**src/include/tmc_defs.vh**
```
`ifndef TMC_DEFS_VH
`define TMC_DEFS_VH
// register word addresses
`define TMC_ADDR_CTRL 4'h0
`define TMC_ADDR_COUNT 4'h1
`define TMC_ADDR_CMPA 4'h2
`define TMC_ADDR_CMPB 4'h3
`define TMC_ADDR_FLAGS 4'h4
`define TMC_ADDR_PINS 4'h5
// control register fields
`define TMC_CTRL_WGM_LO 0
`define TMC_CTRL_WGM_HI 2
`define TMC_CTRL_COMA_LO 4
`define TMC_CTRL_COMA_HI 5
`define TMC_CTRL_COMB_LO 6
`define TMC_CTRL_COMB_HI 7
`define TMC_CTRL_FOCA 8
`define TMC_CTRL_FOCB 9
// flag register fields
`define TMC_FLAG_TOV 0
`define TMC_FLAG_CFA 1
`define TMC_FLAG_CFB 2
// pin register fields
`define TMC_PIN_DIRA 0
`define TMC_PIN_DIRB 1
`define TMC_PIN_LATA 2
`define TMC_PIN_LATB 3
`define TMC_PIN_STA 4
`define TMC_PIN_STB 5
// mode and action encodings
`define TMC_WGM_NORMAL 3'h0
`define TMC_WGM_CTC 3'h2
`define TMC_COM_NONE 2'h0
`define TMC_COM_TOGGLE 2'h1
`define TMC_COM_CLEAR 2'h2
`define TMC_COM_SET 2'h3
// values
`define TMC_CNT_MAX 8'hff
`define TMC_CNT_ZERO 8'h00
`define TMC_CNT_ONE 8'h01
`define TMC_WORD_ZERO 32'h00000000
`endif

```
**src/rtl/tmc_timer8.v**
```verilog
`timescale 1ns/1ns
`default_nettype none
`include "tmc_defs.vh"
module tmc_timer8 (
    input wire ref_clk_i, // system clock, 100 MHz
    input wire rst_i, // synchronous reset, active high
    input wire ce_i, // clock enable, freezes all state when low
    input wire tick_i, // prescaled timer clock enable
    input wire [3:0] avs_address_i, // word address
    input wire avs_read_i, // read request
    input wire avs_write_i, // write request
    input wire [31:0] avs_writedata_i, // write data
    input wire [3:0] avs_byteenable_i, // byte lanes
    input wire irq_ack_ovf_i, // overflow interrupt serviced pulse
    input wire irq_ack_cfa_i, // compare a interrupt serviced pulse
    input wire irq_ack_cfb_i, // compare b interrupt serviced pulse
    output reg [31:0] avs_readdata_o, // read data
    output reg avs_waitrequest_o, // stall until answer ready
    output reg avs_response_ok_o, // high when last access hit a mapped address
    output reg pin_a_o, // compare pin a output value
    output reg pin_a_oe_n_o, // compare pin a enable, low drives
    output reg pin_b_o, // compare pin b output value
    output reg pin_b_oe_n_o, // compare pin b enable, low drives
    output reg overflow_flag_o, // overflow flag
    output reg compare_flag_a_o, // compare flag a
    output reg compare_flag_b_o // compare flag b
);

//------------------------------------------------------------
// state
//------------------------------------------------------------
reg [7:0] counter_value_reg;
reg [7:0] compare_value_a_reg;
reg [7:0] compare_value_b_reg;
reg [2:0] waveform_mode_field_reg;
reg [1:0] output_action_field_a_reg;
reg [1:0] output_action_field_b_reg;
reg compare_pin_direction_a_reg;
reg compare_pin_direction_b_reg;
reg port_latch_a_reg;
reg port_latch_b_reg;
reg compare_output_state_a_reg;
reg compare_output_state_b_reg;
reg block_pend_reg;
reg block_now_reg;
reg match_a_reg;
reg match_b_reg;
reg done_reg;

//------------------------------------------------------------
// register map, one byte per word in the low lane
//------------------------------------------------------------
// word 0 control: mode in bits 2..0, action a in 5..4, action b in 7..6
// word 0 bits 8 and 9 are force strobes for a and b, they read as zero
// word 1 counter value, word 2 compare a, word 3 compare b
// word 4 flags: overflow, compare a, compare b; writing one clears
// word 5 pins: direction a/b, latch a/b, then compare states read-only
// words 6 and above read zero, ignore writes and report not ok
// the upper three lanes are ignored except for the strobe lane
//
// timing overview
// a bus write lands at the edge that takes it, the same edge that brings the
// answer, so a read right after a write already sees the new value
// the counter moves only on tick_i; between ticks it stands still
// a match found at one tick raises its flag at the following tick,
// which leaves one tick of delay between equality and the flag
// pin outputs follow state and settings one clock later because they
// are registered; software polling the pins must allow for that
// a counter write arms a block that lasts up to and including the
// next tick, so a counter stopped for a long time keeps the block

//------------------------------------------------------------
// helpers
//------------------------------------------------------------
// non-pwm action at a match or force; zero holds the state
function next_state;
    input [1:0] act;
    input cur;
    begin
        case (act)
            `TMC_COM_TOGGLE: next_state = ~cur;
            `TMC_COM_CLEAR: next_state = 1'b0;
            `TMC_COM_SET: next_state = 1'b1;
            default: next_state = cur;
        endcase
    end
endfunction

// byte-lane merge so partial writes keep untouched bits
function [7:0] lane;
    input [7:0] old;
    input [7:0] nw;
    input en;
    begin
        lane = en ? nw : old;
    end
endfunction

//------------------------------------------------------------
// bus decode
//------------------------------------------------------------
wire req = (avs_read_i | avs_write_i) & ~done_reg;
wire wr = avs_write_i & ~done_reg;
wire wr_ctrl = wr & (avs_address_i == `TMC_ADDR_CTRL);
wire wr_count = wr & (avs_address_i == `TMC_ADDR_COUNT) & avs_byteenable_i[0];
wire wr_cmpa = wr & (avs_address_i == `TMC_ADDR_CMPA) & avs_byteenable_i[0];
wire wr_cmpb = wr & (avs_address_i == `TMC_ADDR_CMPB) & avs_byteenable_i[0];
wire wr_flags = wr & (avs_address_i == `TMC_ADDR_FLAGS) & avs_byteenable_i[0];
wire wr_pins = wr & (avs_address_i == `TMC_ADDR_PINS) & avs_byteenable_i[0];
wire mapped = (avs_address_i <= `TMC_ADDR_PINS);
// only lane zero carries the byte registers; lane one carries the
// force strobes of the control word
wire force_a = wr_ctrl & avs_byteenable_i[1] & avs_writedata_i[`TMC_CTRL_FOCA];
wire force_b = wr_ctrl & avs_byteenable_i[1] & avs_writedata_i[`TMC_CTRL_FOCB];
wire non_pwm = (waveform_mode_field_reg == `TMC_WGM_NORMAL) | (waveform_mode_field_reg == `TMC_WGM_CTC);
wire is_ctc = (waveform_mode_field_reg == `TMC_WGM_CTC);

//------------------------------------------------------------
// force actions
//------------------------------------------------------------
// a control write that carries both a new action field and a force
// strobe applies the new action; otherwise software would need two
// writes to establish a known state before enabling the pin
wire ctrl_low_wr = wr_ctrl & avs_byteenable_i[0];
wire [1:0] force_act_a = ctrl_low_wr ?
    avs_writedata_i[`TMC_CTRL_COMA_HI:`TMC_CTRL_COMA_LO] : output_action_field_a_reg;
wire [1:0] force_act_b = ctrl_low_wr ?
    avs_writedata_i[`TMC_CTRL_COMB_HI:`TMC_CTRL_COMB_LO] : output_action_field_b_reg;
// matches in the same cycle still use the stored field

//------------------------------------------------------------
// compare and count
//------------------------------------------------------------
// the pending match is dropped while the block window is open
wire eq_a = (counter_value_reg == compare_value_a_reg) & ~block_now_reg;
wire eq_b = (counter_value_reg == compare_value_b_reg) & ~block_now_reg;
wire top_ctc = is_ctc & eq_a;
wire [7:0] cnt_inc = counter_value_reg + `TMC_CNT_ONE;
wire [7:0] cnt_step = top_ctc ? `TMC_CNT_ZERO : cnt_inc;
// overflow is the ff to 00 step; in clear-on-match mode a top equal to
// ff clears to zero through the match, which is not counted as a wrap
wire wrap = (counter_value_reg == `TMC_CNT_MAX) & ~top_ctc;

// the done register keeps a held request from being taken twice; the
// cycle after an answer is the release cycle for the master
// readdata holds until the next request so late sampling still works
// bus handshake: one wait cycle, then answer with waitrequest low
always @(posedge ref_clk_i) begin
    if (rst_i) begin
        avs_waitrequest_o <= 1'b1;
        avs_readdata_o <= `TMC_WORD_ZERO;
        avs_response_ok_o <= 1'b0;
        done_reg <= 1'b0;
    end else if (ce_i) begin
        if (req) begin
            avs_waitrequest_o <= 1'b0;
            done_reg <= 1'b1;
            avs_response_ok_o <= mapped;
            avs_readdata_o <= `TMC_WORD_ZERO;
            case (avs_address_i)
                `TMC_ADDR_CTRL: avs_readdata_o <= {24'h000000, output_action_field_b_reg,
                    output_action_field_a_reg, 1'b0, waveform_mode_field_reg};
                `TMC_ADDR_COUNT: avs_readdata_o <= {24'h000000, counter_value_reg};
                `TMC_ADDR_CMPA: avs_readdata_o <= {24'h000000, compare_value_a_reg};
                `TMC_ADDR_CMPB: avs_readdata_o <= {24'h000000, compare_value_b_reg};
                `TMC_ADDR_FLAGS: avs_readdata_o <= {29'h00000000, compare_flag_b_o,
                    compare_flag_a_o, overflow_flag_o};
                `TMC_ADDR_PINS: avs_readdata_o <= {26'h0000000, compare_output_state_b_reg,
                    compare_output_state_a_reg, port_latch_b_reg, port_latch_a_reg,
                    compare_pin_direction_b_reg, compare_pin_direction_a_reg};
                default: avs_readdata_o <= `TMC_WORD_ZERO;
            endcase
        end else begin
            avs_waitrequest_o <= 1'b1;
            done_reg <= 1'b0;
        end
    end
end

// compare values and action fields are unbuffered in the non-pwm modes:
// a new value is compared from the very next clock, and a value below
// the current count is missed until the counter wraps through ff
// partial writes keep the old byte when lane zero is not enabled
// configuration registers, written directly with no shadow copies
always @(posedge ref_clk_i) begin
    if (rst_i) begin
        waveform_mode_field_reg <= `TMC_WGM_NORMAL;
        output_action_field_a_reg <= `TMC_COM_NONE;
        output_action_field_b_reg <= `TMC_COM_NONE;
        compare_value_a_reg <= `TMC_CNT_ZERO;
        compare_value_b_reg <= `TMC_CNT_ZERO;
        compare_pin_direction_a_reg <= 1'b0;
        compare_pin_direction_b_reg <= 1'b0;
        port_latch_a_reg <= 1'b0;
        port_latch_b_reg <= 1'b0;
    end else if (ce_i) begin
        if (wr_ctrl & avs_byteenable_i[0]) begin
            waveform_mode_field_reg <= avs_writedata_i[`TMC_CTRL_WGM_HI:`TMC_CTRL_WGM_LO];
            output_action_field_a_reg <= avs_writedata_i[`TMC_CTRL_COMA_HI:`TMC_CTRL_COMA_LO];
            output_action_field_b_reg <= avs_writedata_i[`TMC_CTRL_COMB_HI:`TMC_CTRL_COMB_LO];
        end
        // unbuffered compare values: a value below the count forces a wrap
        compare_value_a_reg <= lane(compare_value_a_reg, avs_writedata_i[7:0], wr_cmpa);
        compare_value_b_reg <= lane(compare_value_b_reg, avs_writedata_i[7:0], wr_cmpb);
        if (wr_pins) begin
            compare_pin_direction_a_reg <= avs_writedata_i[`TMC_PIN_DIRA];
            compare_pin_direction_b_reg <= avs_writedata_i[`TMC_PIN_DIRB];
            port_latch_a_reg <= avs_writedata_i[`TMC_PIN_LATA];
            port_latch_b_reg <= avs_writedata_i[`TMC_PIN_LATB];
        end
    end
end

// the write path sits ahead of the tick path so a counter write in a
// tick cycle wins and that tick is lost; the block window opens at the
// write and closes at the following tick, matching only at ticks
// counter and match blocking; a write arms a block for the next tick
always @(posedge ref_clk_i) begin
    if (rst_i) begin
        counter_value_reg <= `TMC_CNT_ZERO;
        block_pend_reg <= 1'b0;
        block_now_reg <= 1'b0;
    end else if (ce_i) begin
        if (wr_count) begin
            counter_value_reg <= avs_writedata_i[7:0];
            block_pend_reg <= 1'b1;
            block_now_reg <= 1'b1;
        end else if (tick_i) begin
            counter_value_reg <= cnt_step;
            block_pend_reg <= 1'b0;
            block_now_reg <= 1'b0;
        end else begin
            // block stays open until the next tick consumes it, even when stopped
            block_now_reg <= block_pend_reg;
        end
    end
end

// trade-off: the flag sets and clears share one process so that a set
// and a clear in the same cycle resolve in favour of the set; losing
// an event is worse than servicing one twice
// interrupt acknowledge pulses are honoured in any cycle, not only on
// ticks, since service happens at bus speed
// flags: set wins over clear; matches set their flag one tick later
always @(posedge ref_clk_i) begin
    if (rst_i) begin
        overflow_flag_o <= 1'b0;
        compare_flag_a_o <= 1'b0;
        compare_flag_b_o <= 1'b0;
        match_a_reg <= 1'b0;
        match_b_reg <= 1'b0;
    end else if (ce_i) begin
        if (tick_i & ~wr_count) begin
            match_a_reg <= eq_a;
            match_b_reg <= eq_b;
        end else if (tick_i) begin
            match_a_reg <= 1'b0;
            match_b_reg <= 1'b0;
        end
        // force strobes never reach these flags
        if (tick_i & ~wr_count & wrap & non_pwm)
            overflow_flag_o <= 1'b1;
        else if (irq_ack_ovf_i | (wr_flags & avs_writedata_i[`TMC_FLAG_TOV]))
            overflow_flag_o <= 1'b0;
        if (tick_i & match_a_reg)
            compare_flag_a_o <= 1'b1;
        else if (irq_ack_cfa_i | (wr_flags & avs_writedata_i[`TMC_FLAG_CFA]))
            compare_flag_a_o <= 1'b0;
        if (tick_i & match_b_reg)
            compare_flag_b_o <= 1'b1;
        else if (irq_ack_cfb_i | (wr_flags & avs_writedata_i[`TMC_FLAG_CFB]))
            compare_flag_b_o <= 1'b0;
    end
end

// forces and matches share one update so the two cannot both apply in
// one cycle; the force wins because software asked for it explicitly
// the mode field is never read here except to gate pwm modes out, so
// switching modes keeps whatever state was last produced
// compare output states; mode changes never touch them
always @(posedge ref_clk_i) begin
    if (rst_i) begin
        compare_output_state_a_reg <= 1'b0;
        compare_output_state_b_reg <= 1'b0;
    end else if (ce_i) begin
        if (force_a & non_pwm)
            compare_output_state_a_reg <= next_state(force_act_a,
                compare_output_state_a_reg);
        else if (tick_i & ~wr_count & eq_a & non_pwm)
            compare_output_state_a_reg <= next_state(output_action_field_a_reg,
                compare_output_state_a_reg);
        if (force_b & non_pwm)
            compare_output_state_b_reg <= next_state(force_act_b,
                compare_output_state_b_reg);
        else if (tick_i & ~wr_count & eq_b & non_pwm)
            compare_output_state_b_reg <= next_state(output_action_field_b_reg,
                compare_output_state_b_reg);
    end
end

// limitation: the pin load outside is not modelled here; a released
// pin floats unless the board pulls it, so raise the direction only
// after the compare state is known
// the override follows the action field even in modes that never
// change the state, so a nonzero field with a pwm mode shows a frozen
// state on the pin
// pin mux: override chosen by action field only, direction by the dir bit
always @(posedge ref_clk_i) begin
    if (rst_i) begin
        pin_a_o <= 1'b0;
        pin_b_o <= 1'b0;
        pin_a_oe_n_o <= 1'b1;
        pin_b_oe_n_o <= 1'b1;
    end else if (ce_i) begin
        pin_a_o <= (|output_action_field_a_reg) ? compare_output_state_a_reg : port_latch_a_reg;
        pin_b_o <= (|output_action_field_b_reg) ? compare_output_state_b_reg : port_latch_b_reg;
        pin_a_oe_n_o <= ~compare_pin_direction_a_reg;
        pin_b_oe_n_o <= ~compare_pin_direction_b_reg;
    end
end

endmodule // tmc_timer8
`default_nettype wire

```
**config.mk**
```make
export PLATFORM = sky130hd
export DESIGN_NAME = tmc_timer8
export DESIGN_NICKNAME = d
export VERILOG_FILES = /design/src/rtl/tmc_timer8.v
export VERILOG_INCLUDE_DIRS = /design/src /design/src/include
export SDC_FILE = /design/constraint.sdc
export NUM_CORES = 1
export LEC_CHECK = 0
export BUFFER_PORTS_ARGS = -buffer_cell sky130_fd_sc_hd__buf_2
export CAP_MARGIN = 10
export CORE_UTILIZATION = 55
export CTS_BUF_LIST = sky130_fd_sc_hd__clkbuf_4
export DETAILED_ROUTE_END_ITERATION = 12
export GPL_TIMING_DRIVEN = 0
export HOLD_SLACK_MARGIN = 0.02
export PLACE_DENSITY = 0.92
export SYNTH_ARGS = -nofsm -noshare
export SYNTH_HDL_FRONTEND = slang
export SYNTH_SLANG_ARGS = --single-unit
```
**constraint.sdc**
```tcl
create_clock -name ref_clk_i -period 2.65 [get_ports ref_clk_i]
set_input_delay 0.265 -clock ref_clk_i [delete_from_list [all_inputs] [get_ports ref_clk_i]]
set_output_delay 0.265 -clock ref_clk_i [all_outputs]
set_load 0.01 [all_outputs]
```
==> results.yml <==
outcome:
  status: "completed"
floorplanning:
  row_count: 28
  die_h_um: 82.17
  die_x_um: 82.17
  core_area_um2: 6061
  start_util: 0.5832
  ios: 90
  fp.dieArea_um2: 6751
drt:
  drc_errors: 0
  routed_wl_um: 10180
  route.detailed.vias_per_inst: 6.128
  dr_total_vias: 3401
  antenna_violating_nets_post_route: 0
  drt_iter0_drc: 479
  drt-pass1-iter-count: 6
  wl_per_cell_um: 18.35
power:
  design_power_total_mw: 1.893
  power.static_leakage_nw: 1.877
  worst_ir_drop_vdd_uv: 324.6
  power.density_nw_per_um2: 466.8
placement:
  gp_routability_congestion: 0.9734
  detailedPlacementHpwl_um: 7526
  dpl_cell_area_um2: 3905
  port-buffer-count: 38
sta:
  fin_crit_sh: 0.9421
  unrepaired_setup_endpoints_after_global_routing: "false"
  max_freq_ghz: 0.4006
  final_hold_viol_count: 0
  finalHoldWorstSlack_ns: 0.1512
  totalNegativeSetupSlack_ns: 0
  final-max-slew-violation-count: 0
  setup_viol_count_final: 0
  clock-skew-final_ns: 0.01023
  worst_slew_pin_slew_ns: 0.7053
  fin_crit_ns: 2.497
  worst_case_headroom_to_the_max_slew_limit: 0.5298
critical_path:
  critical_path.max_fanout: 8
  critical_path.slowest_cell: "sky130_fd_sc_hd__dfxtp_1"
  start_kind: "flip-flop"
  timing.critical_path.cells: "and3b_1, buf_6, nand2_2, mux2_2, ha_1, o2111a_1, a41oi_1, mux2_1"
  arrival_ns: 2.82
  worstPathRequired_ns: 2.98
  worst_setup_end_kind: "flip-flop"
  critical_path.max_stage_delay_ns: 0.39
  setup.worst_path.class: "reg2reg"
synthesis:
  synth_async_sr_flop_share: 0
  avgSynthCellArea_um2: 8.771
  synth.yosys.seq_area_share: 0.3285
  post_synth_inst_count: 403
  yosysTopAreaCellShare: 0.3285
  synth_xor_xnor_area_share: 0.03965
  synth-main-ff-cell: "sky130_fd_sc_hd__dfxtp_1"
  synth_mux_area_frac: 0.1331
  largest_family_of_logic_cells_by_synthesized_area: "simple AND/OR/NAND/NOR gates"
  synth_simple_gate_area_frac: 0.2255
  synth_edf_count: 0
  synthAdderAreaFrac: 0.02478
  synth-compound-area-share: 0.1540
  post_synth_main_area_contributors: "sky130_fd_sc_hd__dfxtp_1 (33%), sky130_fd_sc_hd__mux2i_1 (8.2%), sky130_fd_sc_hd__buf_4 (5.3%)"
  netlist_area_before_placement_um2: 3535
  synth.distinct_cells: 62
  yosys_warnings: 0
  synth_largest_area_cell: "sky130_fd_sc_hd__dfxtp_1"
  yosys_register_bits: 58
clocking:
  cts-root-to-sink-buffers: 2
  clock_sink_count: 58
  cts_made_buffers: 9
  cts_tree: "done"
  count_of_instances_resized_after_the_clock_tree_is_built: 0
  clkSlewWorstSetupHoldPaths_ns: 0.11
  insertion_delay_ns: 0.43
  cts_max_level: 3
  cts_setup_buffers: 0
  cts-hold-fix-buffers: 0
  root_buffer: "sky130_fd_sc_hd__clkbuf_4"
global_route:
  antenna_found_initial: 0
  overflow: 0
  globalRouteTotalUtil: 0.3240
  grt_max_degree: 11
  grt_pass1_wl_um: 15610
  first_global_vias: 3071
final_layout:
  fin_area_um2: 4056
  layout-drive-gt1-share: 0.2500
  syn2layout_area_growth_pct: 14.76
  finish.net_count: 531
  most_common_library_cell_in_the_layout_ignoring_fill_and_taps: "sky130_fd_sc_hd__dfxtp_1"
  postLayoutCoreUtil: 0.6693
  layout_common_cells: "sky130_fd_sc_hd__dfxtp_1 (58), sky130_fd_sc_hd__nor2_1 (49), sky130_fd_sc_hd__buf_2 (47)"
  antenna_cells: 0
run:
  max_cap_viol_count: 0
hold_path:
  hp-class: "in2reg"
[kinds of logic after synthesis]
family / after synthesis
and+or+nand+nor: 151
AOI/OAI and AO/OA: 73
DFF: 58
buffers and inverters: 54
muxes: 43
xor gates and xnor gates: 16
adders and majority gates: 7
other: 1
[worst max-delay path: cells and delay by family (launching register included)]
kind	cells	cell delay [ns]
AOI/OAI and AO/OA	2	0.44
adders and majority gates	1	0.30
buffers and inverters	1	0.15
DFF	1	0.39
muxes	2	0.72
and+or+nand+nor	2	0.40
[final timing paths]
check                            from                                      end  slack (ns)  cells after the start
min                avs_writedata_i[3]      compare_value_a_reg[3]$_SDFFE_PP0P_        0.15                      3
min reg2reg  match_b_reg$_SDFFE_PP0P_            compare_flag_b_o$_SDFFE_PP0P_        0.47                      2
max reg2reg     done_reg$_SDFFE_PP0P_  compare_output_state_b_reg$_SDFFE_PP0P_        0.15                      8
max             done_reg$_SDFFE_PP0P_  compare_output_state_b_reg$_SDFFE_PP0P_        0.15                      8
[through the flow]
| step | setup WS [ns] | std cells |
|---|---|---|
| final | 0.1534 | 555 |
| after floorplan | 0.3784 | 426 |
| after global placement | 0.1877 | 539 |
| after CTS | 0.1719 | 555 |
| after detailed placement | 0.09551 | 539 |
| after global routing | 0.1043 | 555 |
[power by group]
part	switching, mW	internal, mW
combinational	0.166	0.104
clock	0.349	0.373
sequential	0.0151	0.886
[cells in the mapped netlist, drive strengths merged, types with 4 or more instances]
cell type / count
xnor2: 7
and3: 4
mux2i: 29
o22ai: 6
a22oi: 18
a31oi: 7
buf: 38
inv: 6
dfxtp: 58
nand3: 17
nor4: 7
nand2: 34
mux2: 12
clkbuf: 10
nor2b: 7
a2bb2oi: 4
xor2: 9
ha: 7
a211oi: 5
nand2b: 6
nor2: 50
a21oi: 13
nor3: 6
o21ai: 9
[metal layers]
metal / vias up / part of all wire / global-route usage
li1: 1540 / - / -
met1: 1568 / 0.39 / 0.3818
met2: 251 / 0.45 / 0.5397
met3: 42 / 0.12 / 0.09780
met4: 0 / 0.039 / 0.1456
met5: - / 0 / 0
[layout make-up]
class                      count  area [um^2]
clock buffer                   9        67.56
sequential                    58         1161
timing repair buffer          38        190.2
tap                           75        93.84
fill                         518         2004
buffer                        48        307.8
inverter                       6        22.52
clock inverter                 7        83.83
multi-input combinational    314         2130
No activity file was read; power rests on OpenSTA's default activity.
